<file path="src/pkg/spc_map.svh">
`ifndef SPC_MAP_SVH
`define SPC_MAP_SVH
// Framing character as delivered by the decoder: data byte plus special flag.
`define SPC_FRAME_CHAR      8'hBC
// Reset values of the three configuration latches.
`define SPC_OE_RST          2'h0
`define SPC_SELFTEST_RST    2'h3
`define SPC_RXPWR_RST       1'h0
// Cycles after reset release before the receive path is declared settled.
`define SPC_SETTLE_CYCLES   4'hC
// Positions inside the synchronised pin vector.
`define SPC_PIN_LOOP        0
`define SPC_PIN_SERIAL_INPUT_SELECT       1
`define SPC_PIN_OE_STB      2
`define SPC_PIN_ST_STB      3
`define SPC_PIN_RXP_STB     4
`define SPC_PIN_EN_LO       5
`define SPC_PIN_EN_HI       6
`define SPC_PIN_PRI_IN      7
`define SPC_PIN_SEC_IN      8
`define SPC_PIN_W           9
`endif

</file>
<file path="src/pkg/spc_pkg.sv">
package spc_pkg;
   // Three-level static select pin.
   typedef enum logic [1:0] {SPC_LVL_LOW, SPC_LVL_MID, SPC_LVL_HIGH} spc_level_t;
   // Elasticity buffer read side.
   typedef enum logic [0:0] {SPC_RD_FILL, SPC_RD_RUN} spc_rd_state_t;
endpackage

</file>
<file path="src/core/spc_path.sv">
`timescale 1ns/1ns
`include "spc_map.svh"
// Function
// - Transmit select LOW: transmit interface uses reference.
// - Receive select LOW, decoder on: elastic buffer.
// - Elastic buffer adds or drops framing characters.
// - Add: framing character follows a framing character.
// - Drop: discard framing character where detected.
// - Reset clears state, sets both buffer pointers to entry zero.
// - Outputs settle fewer than sixteen cycles after reset.
// - Reset clears output and power latches, sets both selftest bits.
// - Input select HIGH primary, LOW secondary.
// - Loopback feeds transmit stream, ignores serial inputs.
// - Loopback holds enabled drivers at logic one.
// - Strobe HIGH: enable latch is transparent.
// - Strobe falling: enable latch holds last values.
// - Reset disables both serial drivers.
// - Receive select MID: bypass buffer, recovered clock.
module spc_path #(
   parameter int FIFO_DEPTH = 8,
   parameter int HIGH_MARK  = 6,
   parameter int LOW_MARK   = 2
) (
   input  wire logic                core_clk,
   input  wire logic                resetn,
   // Static selects from the host.
   input  wire logic                tx_clock_select,
   input  wire spc_pkg::spc_level_t rx_clock_select,
   input  wire spc_pkg::spc_level_t decoder_mode_select,
   // Asynchronous control pins.
   input  wire logic                serial_input_select,
   input  wire logic                loopback_enable,
   input  wire logic                out_enable_latch_strobe,
   input  wire logic                selftest_latch_strobe,
   input  wire logic                rx_power_latch_strobe,
   input  wire logic [1:0]          enable_lines,
   // Serial side.
   input  wire logic                primary_serial_in,
   input  wire logic                secondary_serial_in,
   input  wire logic                tx_serial_bit,
   output logic                     cdr_serial_bit,
   output logic                     primary_serial_out,
   output logic                     secondary_serial_out,
   output logic [1:0]               driver_enable,
   // Clock routing status.
   output logic                     tx_clock_from_ref,
   output logic                     rx_clock_from_ref,
   output logic                     elastic_active,
   // Configuration latch contents.
   output logic [1:0]               selftest_enable,
   output logic                     rx_power_enable,
   // Received characters from the decoder.
   input  wire logic                rx_char_valid,
   output logic                     rx_char_ready,
   input  wire logic [7:0]          rx_char_data,
   input  wire logic                rx_char_special,
   // Characters toward the parallel receive interface.
   output logic                     rx_out_valid,
   input  wire logic                rx_out_ready,
   output logic [7:0]               rx_out_data,
   output logic                     rx_out_special,
   output logic                     rx_char_added,
   output logic                     rx_char_dropped,
   output logic                     rx_path_settled
);
   localparam int CW = $clog2(FIFO_DEPTH+1);

   ////////////////////////////////////////////////////////////////////////////
   // Pin synchronisers.
   ////////////////////////////////////////////////////////////////////////////
   logic [`SPC_PIN_W-1:0] pin_meta;
   logic [`SPC_PIN_W-1:0] pin_sync;
   logic [`SPC_PIN_W-1:0] pin_raw;

   assign pin_raw = {secondary_serial_in, primary_serial_in, enable_lines,
                     rx_power_latch_strobe, selftest_latch_strobe,
                     out_enable_latch_strobe, serial_input_select, loopback_enable};

   // Every pin is asynchronous, so each passes two flops; only stage two is read.
   always_ff @(posedge core_clk) begin
      pin_meta <= pin_raw;
      pin_sync <= pin_meta;
   end

   logic       loop_on;
   logic [1:0] en_lines;
   assign loop_on  = pin_sync[`SPC_PIN_LOOP];
   assign en_lines = {pin_sync[`SPC_PIN_EN_HI], pin_sync[`SPC_PIN_EN_LO]};

   ////////////////////////////////////////////////////////////////////////////
   // Configuration latches.
   ////////////////////////////////////////////////////////////////////////////
   logic [1:0] oe_latch, next_oe_latch;
   logic [1:0] st_latch, next_st_latch;
   logic       rxp_latch, next_rxp_latch;

   // A latch follows the lines while its strobe is high and keeps the last
   // sampled value once the strobe drops, since the strobe is held off it.
   always_comb begin
      next_oe_latch  = oe_latch;
      next_st_latch  = st_latch;
      next_rxp_latch = rxp_latch;
      if (pin_sync[`SPC_PIN_OE_STB]) begin
         next_oe_latch = en_lines;
      end
      if (pin_sync[`SPC_PIN_ST_STB]) begin
         next_st_latch = en_lines;
      end
      if (pin_sync[`SPC_PIN_RXP_STB]) begin
         next_rxp_latch = en_lines[0];
      end
   end

   // Reset clears the output enable and power latches and sets both selftest bits.
   always_ff @(posedge core_clk) begin
      if (!resetn) begin
         oe_latch  <= `SPC_OE_RST;
         st_latch  <= `SPC_SELFTEST_RST;
         rxp_latch <= `SPC_RXPWR_RST;
      end else begin
         oe_latch  <= next_oe_latch;
         st_latch  <= next_st_latch;
         rxp_latch <= next_rxp_latch;
      end
   end

   assign driver_enable   = oe_latch;
   assign selftest_enable = st_latch;
   assign rx_power_enable = rxp_latch;

   ////////////////////////////////////////////////////////////////////////////
   // Serial routing and drivers.
   ////////////////////////////////////////////////////////////////////////////
   logic       next_cdr_bit;
   logic [1:0] drv_out, next_drv_out;

   // Loopback takes priority over the input selector so that a stray input
   // select change cannot leak external data into the recovery path.
   always_comb begin
      if (loop_on) begin
         next_cdr_bit = tx_serial_bit;
      end else if (pin_sync[`SPC_PIN_SERIAL_INPUT_SELECT]) begin
         next_cdr_bit = pin_sync[`SPC_PIN_PRI_IN];
      end else begin
         next_cdr_bit = pin_sync[`SPC_PIN_SEC_IN];
      end
   end

   // One driver per enable bit; a disabled driver idles low, powered down.
   for (genvar d = 0; d < 2; d++) begin : g_drv
      always_comb begin
         if (!oe_latch[d]) begin
            next_drv_out[d] = 1'b0;
         end else if (loop_on) begin
            next_drv_out[d] = 1'b1;
         end else begin
            next_drv_out[d] = tx_serial_bit;
         end
      end
   end

   always_ff @(posedge core_clk) begin
      if (!resetn) begin
         cdr_serial_bit <= 1'b0;
         drv_out        <= 2'h0;
      end else begin
         cdr_serial_bit <= next_cdr_bit;
         drv_out        <= next_drv_out;
      end
   end

   assign primary_serial_out   = drv_out[0];
   assign secondary_serial_out = drv_out[1];

   ////////////////////////////////////////////////////////////////////////////
   // Clock routing and settle counter.
   ////////////////////////////////////////////////////////////////////////////
   logic       elastic;
   logic [3:0] settle_cnt, next_settle_cnt;
   logic       settled;

   // A HIGH receive select is invalid and is treated like the bypass setting.
   assign elastic = (rx_clock_select == spc_pkg::SPC_LVL_LOW) &&
                    (decoder_mode_select != spc_pkg::SPC_LVL_LOW);
   assign tx_clock_from_ref = ~tx_clock_select;
   assign rx_clock_from_ref = elastic;
   assign elastic_active    = elastic;

   // The count saturates well below sixteen, bounding the time to settle.
   always_comb begin
      next_settle_cnt = settle_cnt;
      if (!settled) begin
         next_settle_cnt = settle_cnt + 4'h1;
      end
   end

   always_ff @(posedge core_clk) begin
      if (!resetn) begin
         settle_cnt <= 4'h0;
      end else begin
         settle_cnt <= next_settle_cnt;
      end
   end

   assign settled         = (settle_cnt == `SPC_SETTLE_CYCLES);
   assign rx_path_settled = settled;

   ////////////////////////////////////////////////////////////////////////////
   // Elasticity buffer write side.
   ////////////////////////////////////////////////////////////////////////////
   logic          in_frame;
   logic          drop;
   logic          fifo_in_ready;
   logic          fifo_out_valid;
   logic          fifo_pop;
   logic [8:0]    fifo_out;
   logic [CW-1:0] fifo_level;

   assign in_frame = rx_char_special && (rx_char_data == `SPC_FRAME_CHAR);

   // Near overflow a framing character is consumed without being stored.
   assign drop = elastic && settled && rx_char_valid && in_frame &&
                 (fifo_level >= CW'(HIGH_MARK));
   assign rx_char_ready = drop | (fifo_in_ready & settled);

   spc_fifo #(
      .WIDTH (9),
      .DEPTH (FIFO_DEPTH)
   ) u_fifo (
      .core_clk  (core_clk),
      .resetn    (resetn),
      .in_valid  (rx_char_valid & ~drop & settled),
      .in_ready  (fifo_in_ready),
      .in_data   ({rx_char_special, rx_char_data}),
      .out_valid (fifo_out_valid),
      .out_ready (fifo_pop),
      .out_data  (fifo_out),
      .level     (fifo_level)
   );

   ////////////////////////////////////////////////////////////////////////////
   // Elasticity buffer read side.
   ////////////////////////////////////////////////////////////////////////////
   spc_pkg::spc_rd_state_t rd_state, next_rd_state;
   logic                   ins_pend, next_ins_pend;
   logic                   out_v, next_out_v;
   logic [7:0]             out_d, next_out_d;
   logic                   out_k, next_out_k;
   logic                   added, next_added;
   logic                   slot_free;
   logic                   head_frame;

   assign slot_free  = ~out_v | rx_out_ready;
   assign head_frame = fifo_out[8] && (fifo_out[7:0] == `SPC_FRAME_CHAR);

   // In elastic mode reading waits until the buffer reaches half depth, so
   // the write and read pointers start at their nominal distance apart.
   always_comb begin
      next_rd_state = rd_state;
      next_ins_pend = ins_pend;
      next_out_v    = out_v & ~rx_out_ready;
      next_out_d    = out_d;
      next_out_k    = out_k;
      next_added    = 1'b0;
      fifo_pop      = 1'b0;
      unique case (rd_state)
         spc_pkg::SPC_RD_FILL: begin
            if (!elastic || fifo_level >= CW'(FIFO_DEPTH/2)) begin
               next_rd_state = spc_pkg::SPC_RD_RUN;
            end
         end
         spc_pkg::SPC_RD_RUN: begin
            if (slot_free && elastic && ins_pend) begin
               next_out_v    = 1'b1;
               next_out_d    = `SPC_FRAME_CHAR;
               next_out_k    = 1'b1;
               next_ins_pend = 1'b0;
               next_added    = 1'b1;
            end else if (slot_free && fifo_out_valid) begin
               fifo_pop   = 1'b1;
               next_out_v = 1'b1;
               next_out_d = fifo_out[7:0];
               next_out_k = fifo_out[8];
               // Near underrun a copy is queued behind the framing character.
               if (elastic && head_frame && fifo_level <= CW'(LOW_MARK)) begin
                  next_ins_pend = 1'b1;
               end
            end else if (elastic && !fifo_out_valid && !ins_pend) begin
               next_rd_state = spc_pkg::SPC_RD_FILL;
            end
         end
      endcase
   end

   always_ff @(posedge core_clk) begin
      if (!resetn) begin
         rd_state <= spc_pkg::SPC_RD_FILL;
         ins_pend <= 1'b0;
         out_v    <= 1'b0;
         out_d    <= 8'h00;
         out_k    <= 1'b0;
         added    <= 1'b0;
      end else begin
         rd_state <= next_rd_state;
         ins_pend <= next_ins_pend;
         out_v    <= next_out_v;
         out_d    <= next_out_d;
         out_k    <= next_out_k;
         added    <= next_added;
      end
   end

   // Drop flag is registered so that rx_char_dropped, like rx_char_added, comes from a flop.
   logic dropped;
   always_ff @(posedge core_clk) begin
      if (!resetn) begin
         dropped <= 1'b0;
      end else begin
         dropped <= drop;
      end
   end

   assign rx_out_valid    = out_v;
   assign rx_out_data     = out_d;
   assign rx_out_special  = out_k;
   assign rx_char_added   = added;
   assign rx_char_dropped = dropped;
endmodule

</file>
<file path="src/core/spc_fifo.sv">
`timescale 1ns/1ns
module spc_fifo #(
   parameter int WIDTH = 9,
   parameter int DEPTH = 8
) (
   input  wire logic                       core_clk,
   input  wire logic                       resetn,
   input  wire logic                       in_valid,
   output logic                            in_ready,
   input  wire logic [WIDTH-1:0]           in_data,
   output logic                            out_valid,
   input  wire logic                       out_ready,
   output logic [WIDTH-1:0]                out_data,
   output logic [$clog2(DEPTH+1)-1:0]      level
);
   localparam int AW = $clog2(DEPTH);
   localparam int CW = $clog2(DEPTH+1);
   logic [WIDTH-1:0] mem [DEPTH];
   logic [AW-1:0]    wr_ptr, rd_ptr, next_wr_ptr, next_rd_ptr;
   logic [CW-1:0]    next_level;
   logic             push, pop;

   // Full and empty come straight from the fill count, so they never lie.
   assign in_ready  = (level != CW'(DEPTH));
   assign out_valid = (level != '0);
   assign out_data  = mem[rd_ptr];
   assign push      = in_valid & in_ready;
   assign pop       = out_valid & out_ready;

   // Pointer and count update; pointers wrap at DEPTH.
   always_comb begin
      next_wr_ptr = push ? ((wr_ptr == AW'(DEPTH-1)) ? '0 : wr_ptr + 1'b1) : wr_ptr;
      next_rd_ptr = pop ? ((rd_ptr == AW'(DEPTH-1)) ? '0 : rd_ptr + 1'b1) : rd_ptr;
      next_level  = level + CW'(push) - CW'(pop);
   end

   // Reset empties the buffer and sets both pointers to entry zero.
   always_ff @(posedge core_clk) begin
      if (!resetn) begin
         wr_ptr <= '0;
         rd_ptr <= '0;
         level  <= '0;
      end else begin
         wr_ptr <= next_wr_ptr;
         rd_ptr <= next_rd_ptr;
         level  <= next_level;
      end
      if (push) begin
         mem[wr_ptr] <= in_data;
      end
   end
endmodule

</file>
<file path="config.mk">
export PLATFORM = sky130hd
export DESIGN_NAME = spc_path
export DESIGN_NICKNAME = d
export VERILOG_FILES = /design/src/pkg/spc_pkg.sv /design/src/core/spc_path.sv /design/src/core/spc_fifo.sv
export VERILOG_INCLUDE_DIRS = /design/src /design/src/pkg
export SDC_FILE = /design/constraint.sdc
export NUM_CORES = 1
export LEC_CHECK = 0
export ABC_AREA = 0
export BUFFER_PORTS_ARGS = -buffer_cell sky130_fd_sc_hd__clkbuf_2
export CAP_MARGIN = 40
export CORE_UTILIZATION = 58
export CTS_CLUSTER_SIZE = 8
export DETAILED_ROUTE_END_ITERATION = 8
export GPL_TIMING_DRIVEN = 0
export PLACE_DENSITY_LB_ADDON = 0.15
export RECOVER_POWER = 100
export SETUP_SLACK_MARGIN = 0.1
export SLEW_MARGIN = 20
export SYNTH_ARGS = -nofsm -noshare
export SYNTH_HDL_FRONTEND = slang
export SYNTH_SLANG_ARGS = --single-unit
</file>
<file path="constraint.sdc">
create_clock -name core_clk -period 3.1 [get_ports core_clk]
set_input_delay 0.62 -clock core_clk [delete_from_list [all_inputs] [get_ports core_clk]]
set_output_delay 0.62 -clock core_clk [all_outputs]
set_load 0.01 [all_outputs]
</file>
==> metrics.md <==
| Metric | Value |
|---|---|
| Status | completed |
| Tightest Pin Transition | 824 ps |
| Crit-path max FO | 9 |
| Ranking of synthesized cells by area | edfxtp_1 44%, dfxtp_1 23%, mux4_1 6.4% |
| XOR/XNOR Fraction of Synth Area | 0.712% |
| GR Util All Layers | 24.2% |
| Synth async-reset ratio | 0% |
| Combinational Power Share | 14.7% |
| Number of diodes | 0 |
| Initial antenna violation count | 0 |
| Clk slew on worst S/H paths | 60 ps |
| Post-Route Skew | 10.3 ps |
| Multiplexer share of the synthesized area | 12.5% |
| Final setup violation count | 0 |
| Final setup TNS | 0 ps |
| Vias in the first global route | 2976 |
| Die Y | 94.1 um |
| Met3 WL | 424 um |
| Slew Limit Headroom | 44.6% |
| Final period util | 95.2% |
| Crit-path max cell delay | 490 ps |
| Worst Hold Class | in -> reg |
| WL per Instance | 18.5 um |
| Share of the synthesized area in the top cell type | 44.0% |
| Top cell type by total area after synthesis | edfxtp_1 |
| Mapped Nets | 373 |
| H-tree depth | 4 |
| Compound-Gate Fraction of Synth Area | 4.68% |
| Max VDD drop | 684 uV |
| Crit path time final | 2950 ps |
| Worst-path cell chain | clkbuf_1 > nand4_1 > or3_1 > or4_1 > buf_4 > nand2b_1 > clkbuf_2 |
| Slowest cell on crit path | or4_1 |
| Switching share of total power | 24.3% |
| Share of cells above drive strength 1 | 17.3% |
| Hold buffers post-CTS | 0 |
| Yosys warns | 0 |
| Via density per instance | 5.56 |
| CP delay by family, top | simple AND/OR/NAND/NOR gates |
| CP Launch Type | input pin |
| Register bit count reported by yosys | 129 |
| Max clock buf depth | 2 |
| CTS Buf Count | 17 |
| Sequential fraction of the synthesis area | 67.2% |
| Site Rows | 33 |
| Worst Path Buf+Inv | 3 |
| Max-slew violations | 0 |
| Mapped Cells | 330 |
| Post-synth EDFFs | 72 |
| Setup WS pre-CTS | -181 ps |
| Setup ws final | 149 ps |
| Die area | 8850 um^2 |
| Post-Synth Adder-Cell Area | 3.97% |
| Detailed Place HPWL | 6530 um |
| Final Instance Area | 6020 um^2 |
| Critical path type | in -> out |
| Cell area power density | 813 nW/um^2 |
| Worst skew pair latency | 520 ps |
| NetSw | 1.19 mW |
| WL final | 9750 um |
| Dominant cell by count in the synthesized netlist | edfxtp_1 |
| Port bufs | 52 |
| RSZ-0062 raised after global routing | no |
| Met2 wire length | 5040 um |
| CP endpoint kind | output port |
| Initial Utilization | 59.8% |
| Drt pass-1 iters | 4 |
| Top Layer Used | met4 |
| M1 WL | 4150 um |
| Clk network pwr share | 44.8% |
| Synth top cells by count | 72 x edfxtp_1, 57 x dfxtp_1, 28 x nor2_1, 20 x a21oi_1, 15 x nand2_1 |
| Int Pwr | 3.70 mW |
| Root Driver | clkbuf_8 |
| Routability cong. | 0.827 |
| Grt ovf | 0 |
| Number of top-level pins | 53 |
| First-pass GRT wire length | 14800 um |
| Placed Area | 5390 um^2 |
| CORE AREA | 8220 um^2 |
| Num Clock Sinks | 129 |
| Largest net degree at the start of global routing | 17 |
| Worst Path Arrival | 2330 ps |
| DRC marker count from the first detailed-route iteration | 166 |
| DR vias | 2932 |
| DIE WIDTH | 94.1 um |
| Layout area overhead | 22.4% |
| Netlist Area Pre-Place | 4920 um^2 |
| Top_reg_cell synth | edfxtp_1 |
| Post-route antenna net violation count | 0 |
| CTS tree | yes |
| Largest family of logic cells by synthesized area | multiplexers |
| Synth Area per Inst | 14.9 um^2 |
| Sequential group share of total power | 40.5% |
| Leak pwr | 2.22 nW |
| Max_cap viols | 0 |
| Fin. Hold Viols | 0 |
| # nets final | 452 |
| DRC violations left | 0 |
| Cell variety after synth | 43 |
| Simple-Gate Fraction of Synth Area | 8.63% |
| Max frequency | 339 MHz |
| Critical Path RT | 2480 ps |
==> power by group through the flow <==
| stage | registers [mW] | clock network, mW | logic, mW |
|---|---|---|---|
| global route | 1.99 | 2.30 | 0.799 |
| finish | 1.98 | 2.19 | 0.719 |
| CTS | 1.98 | 2.22 | 0.741 |
| global placement | 2.01 | 0 | 0.708 |
| floorplan | 2.02 | 0 | 0.504 |
| detailed placement | 2.02 | 0 | 0.724 |
==> through the flow <==
stage	hold slack, ps	util [%]	instances	total power [mW]
after floorplan	310	-	330	2.52
after global placement	310	64.6	487	2.72
after detailed placement	312	65.6	495	2.74
after CTS	180	74.1	527	4.94
after global routing	182	73.3	527	5.09
final	204	73.3	527	4.90
==> cell type report <==
cell class | count | area, um^2
flip-flops and latches | 129 | 3300
fillers | 559 | 2200
multi-input cells | 178 | 1530
clock buffers | 25 | 592
repair buffers | 60 | 254
well taps | 105 | 131
clock inverters | 7 | 95.1
plain buffers | 11 | 73.8
inverters | 12 | 45.0
==> routing by layer <==
layer	global-route usage [%]	vias to the layer above
met1	29.5	1444
li1	-	1402
met5	0	-
met3	6.23	10
met4	12.1	0
met2	39.9	76
==> placed cells by master (no fill, tap or decap), drive strengths merged, types with 3 or more instances in the layout <==
master / instances
mux2i: 13
nand4b: 3
clkbuf: 91
mux4: 18
inv: 15
buf: 5
xnor2: 4
nand2: 15
ha: 14
nor3: 5
nand2b: 7
nor2: 28
and2: 4
nor4: 3
a21oi: 20
a22oi: 4
mux2: 3
nand3: 7
dfxtp: 57
or4: 3
edfxtp: 72
o21ai: 11
==> state kept, by name, summed over array words and instances (netlist names), named ones only <==
signal / flops
cdr_serial_bit: 1
pin_meta: 9
u_fifo.level: 4
u_fifo.rd_ptr: 3
settle_cnt: 4
pin_sync: 9
rx_out_special: 1
ins_pend: 1
rx_out_data: 8
driver_enable: 2
rd_state: 1
u_fifo.mem: 72
rx_char_added: 1
rx_power_enable: 1
rx_char_dropped: 1
rx_out_valid: 1
drv_out: 2
selftest_enable: 2
u_fifo.wr_ptr: 3
==> final timing paths <==
path | from | end | slack (ps) | cells after the start
worst min register to register | pin_meta[2]$_DFF_P_ | pin_sync[2]$_DFF_P_ | 320 | 0
worst max register to register | settle_cnt[0]$_SDFFE_PN0P_ | u_fifo.level[2]$_SDFF_PN0_ | 370 | 13
worst min-delay path | enable_lines[0] | pin_meta[5]$_DFF_P_ | 200 | 1
worst max-delay path | rx_char_data[3] | rx_char_ready | 150 | 7
==> cell families (layout without fill, tap and decap cells) <==
logic type | count (synthesis) | count (layout)
xor+xnor | 4 | 4
simple gates | 84 | 84
fa+ha+maj | 15 | 15
mux | 34 | 34
compound gates | 41 | 41
flops | 129 | 129
buf+inv | 23 | 115
==> timing repair <==
| item | in CTS | in global routing |
|---|---|---|
| gates resized for setup | 4 | 6 |
| pin swaps | 0 | 1 |
| buffers inserted | 0 | 0 |
| endpoints found under the setup margin | 1 | 4 |
Power figures use the tool's default switching activity.
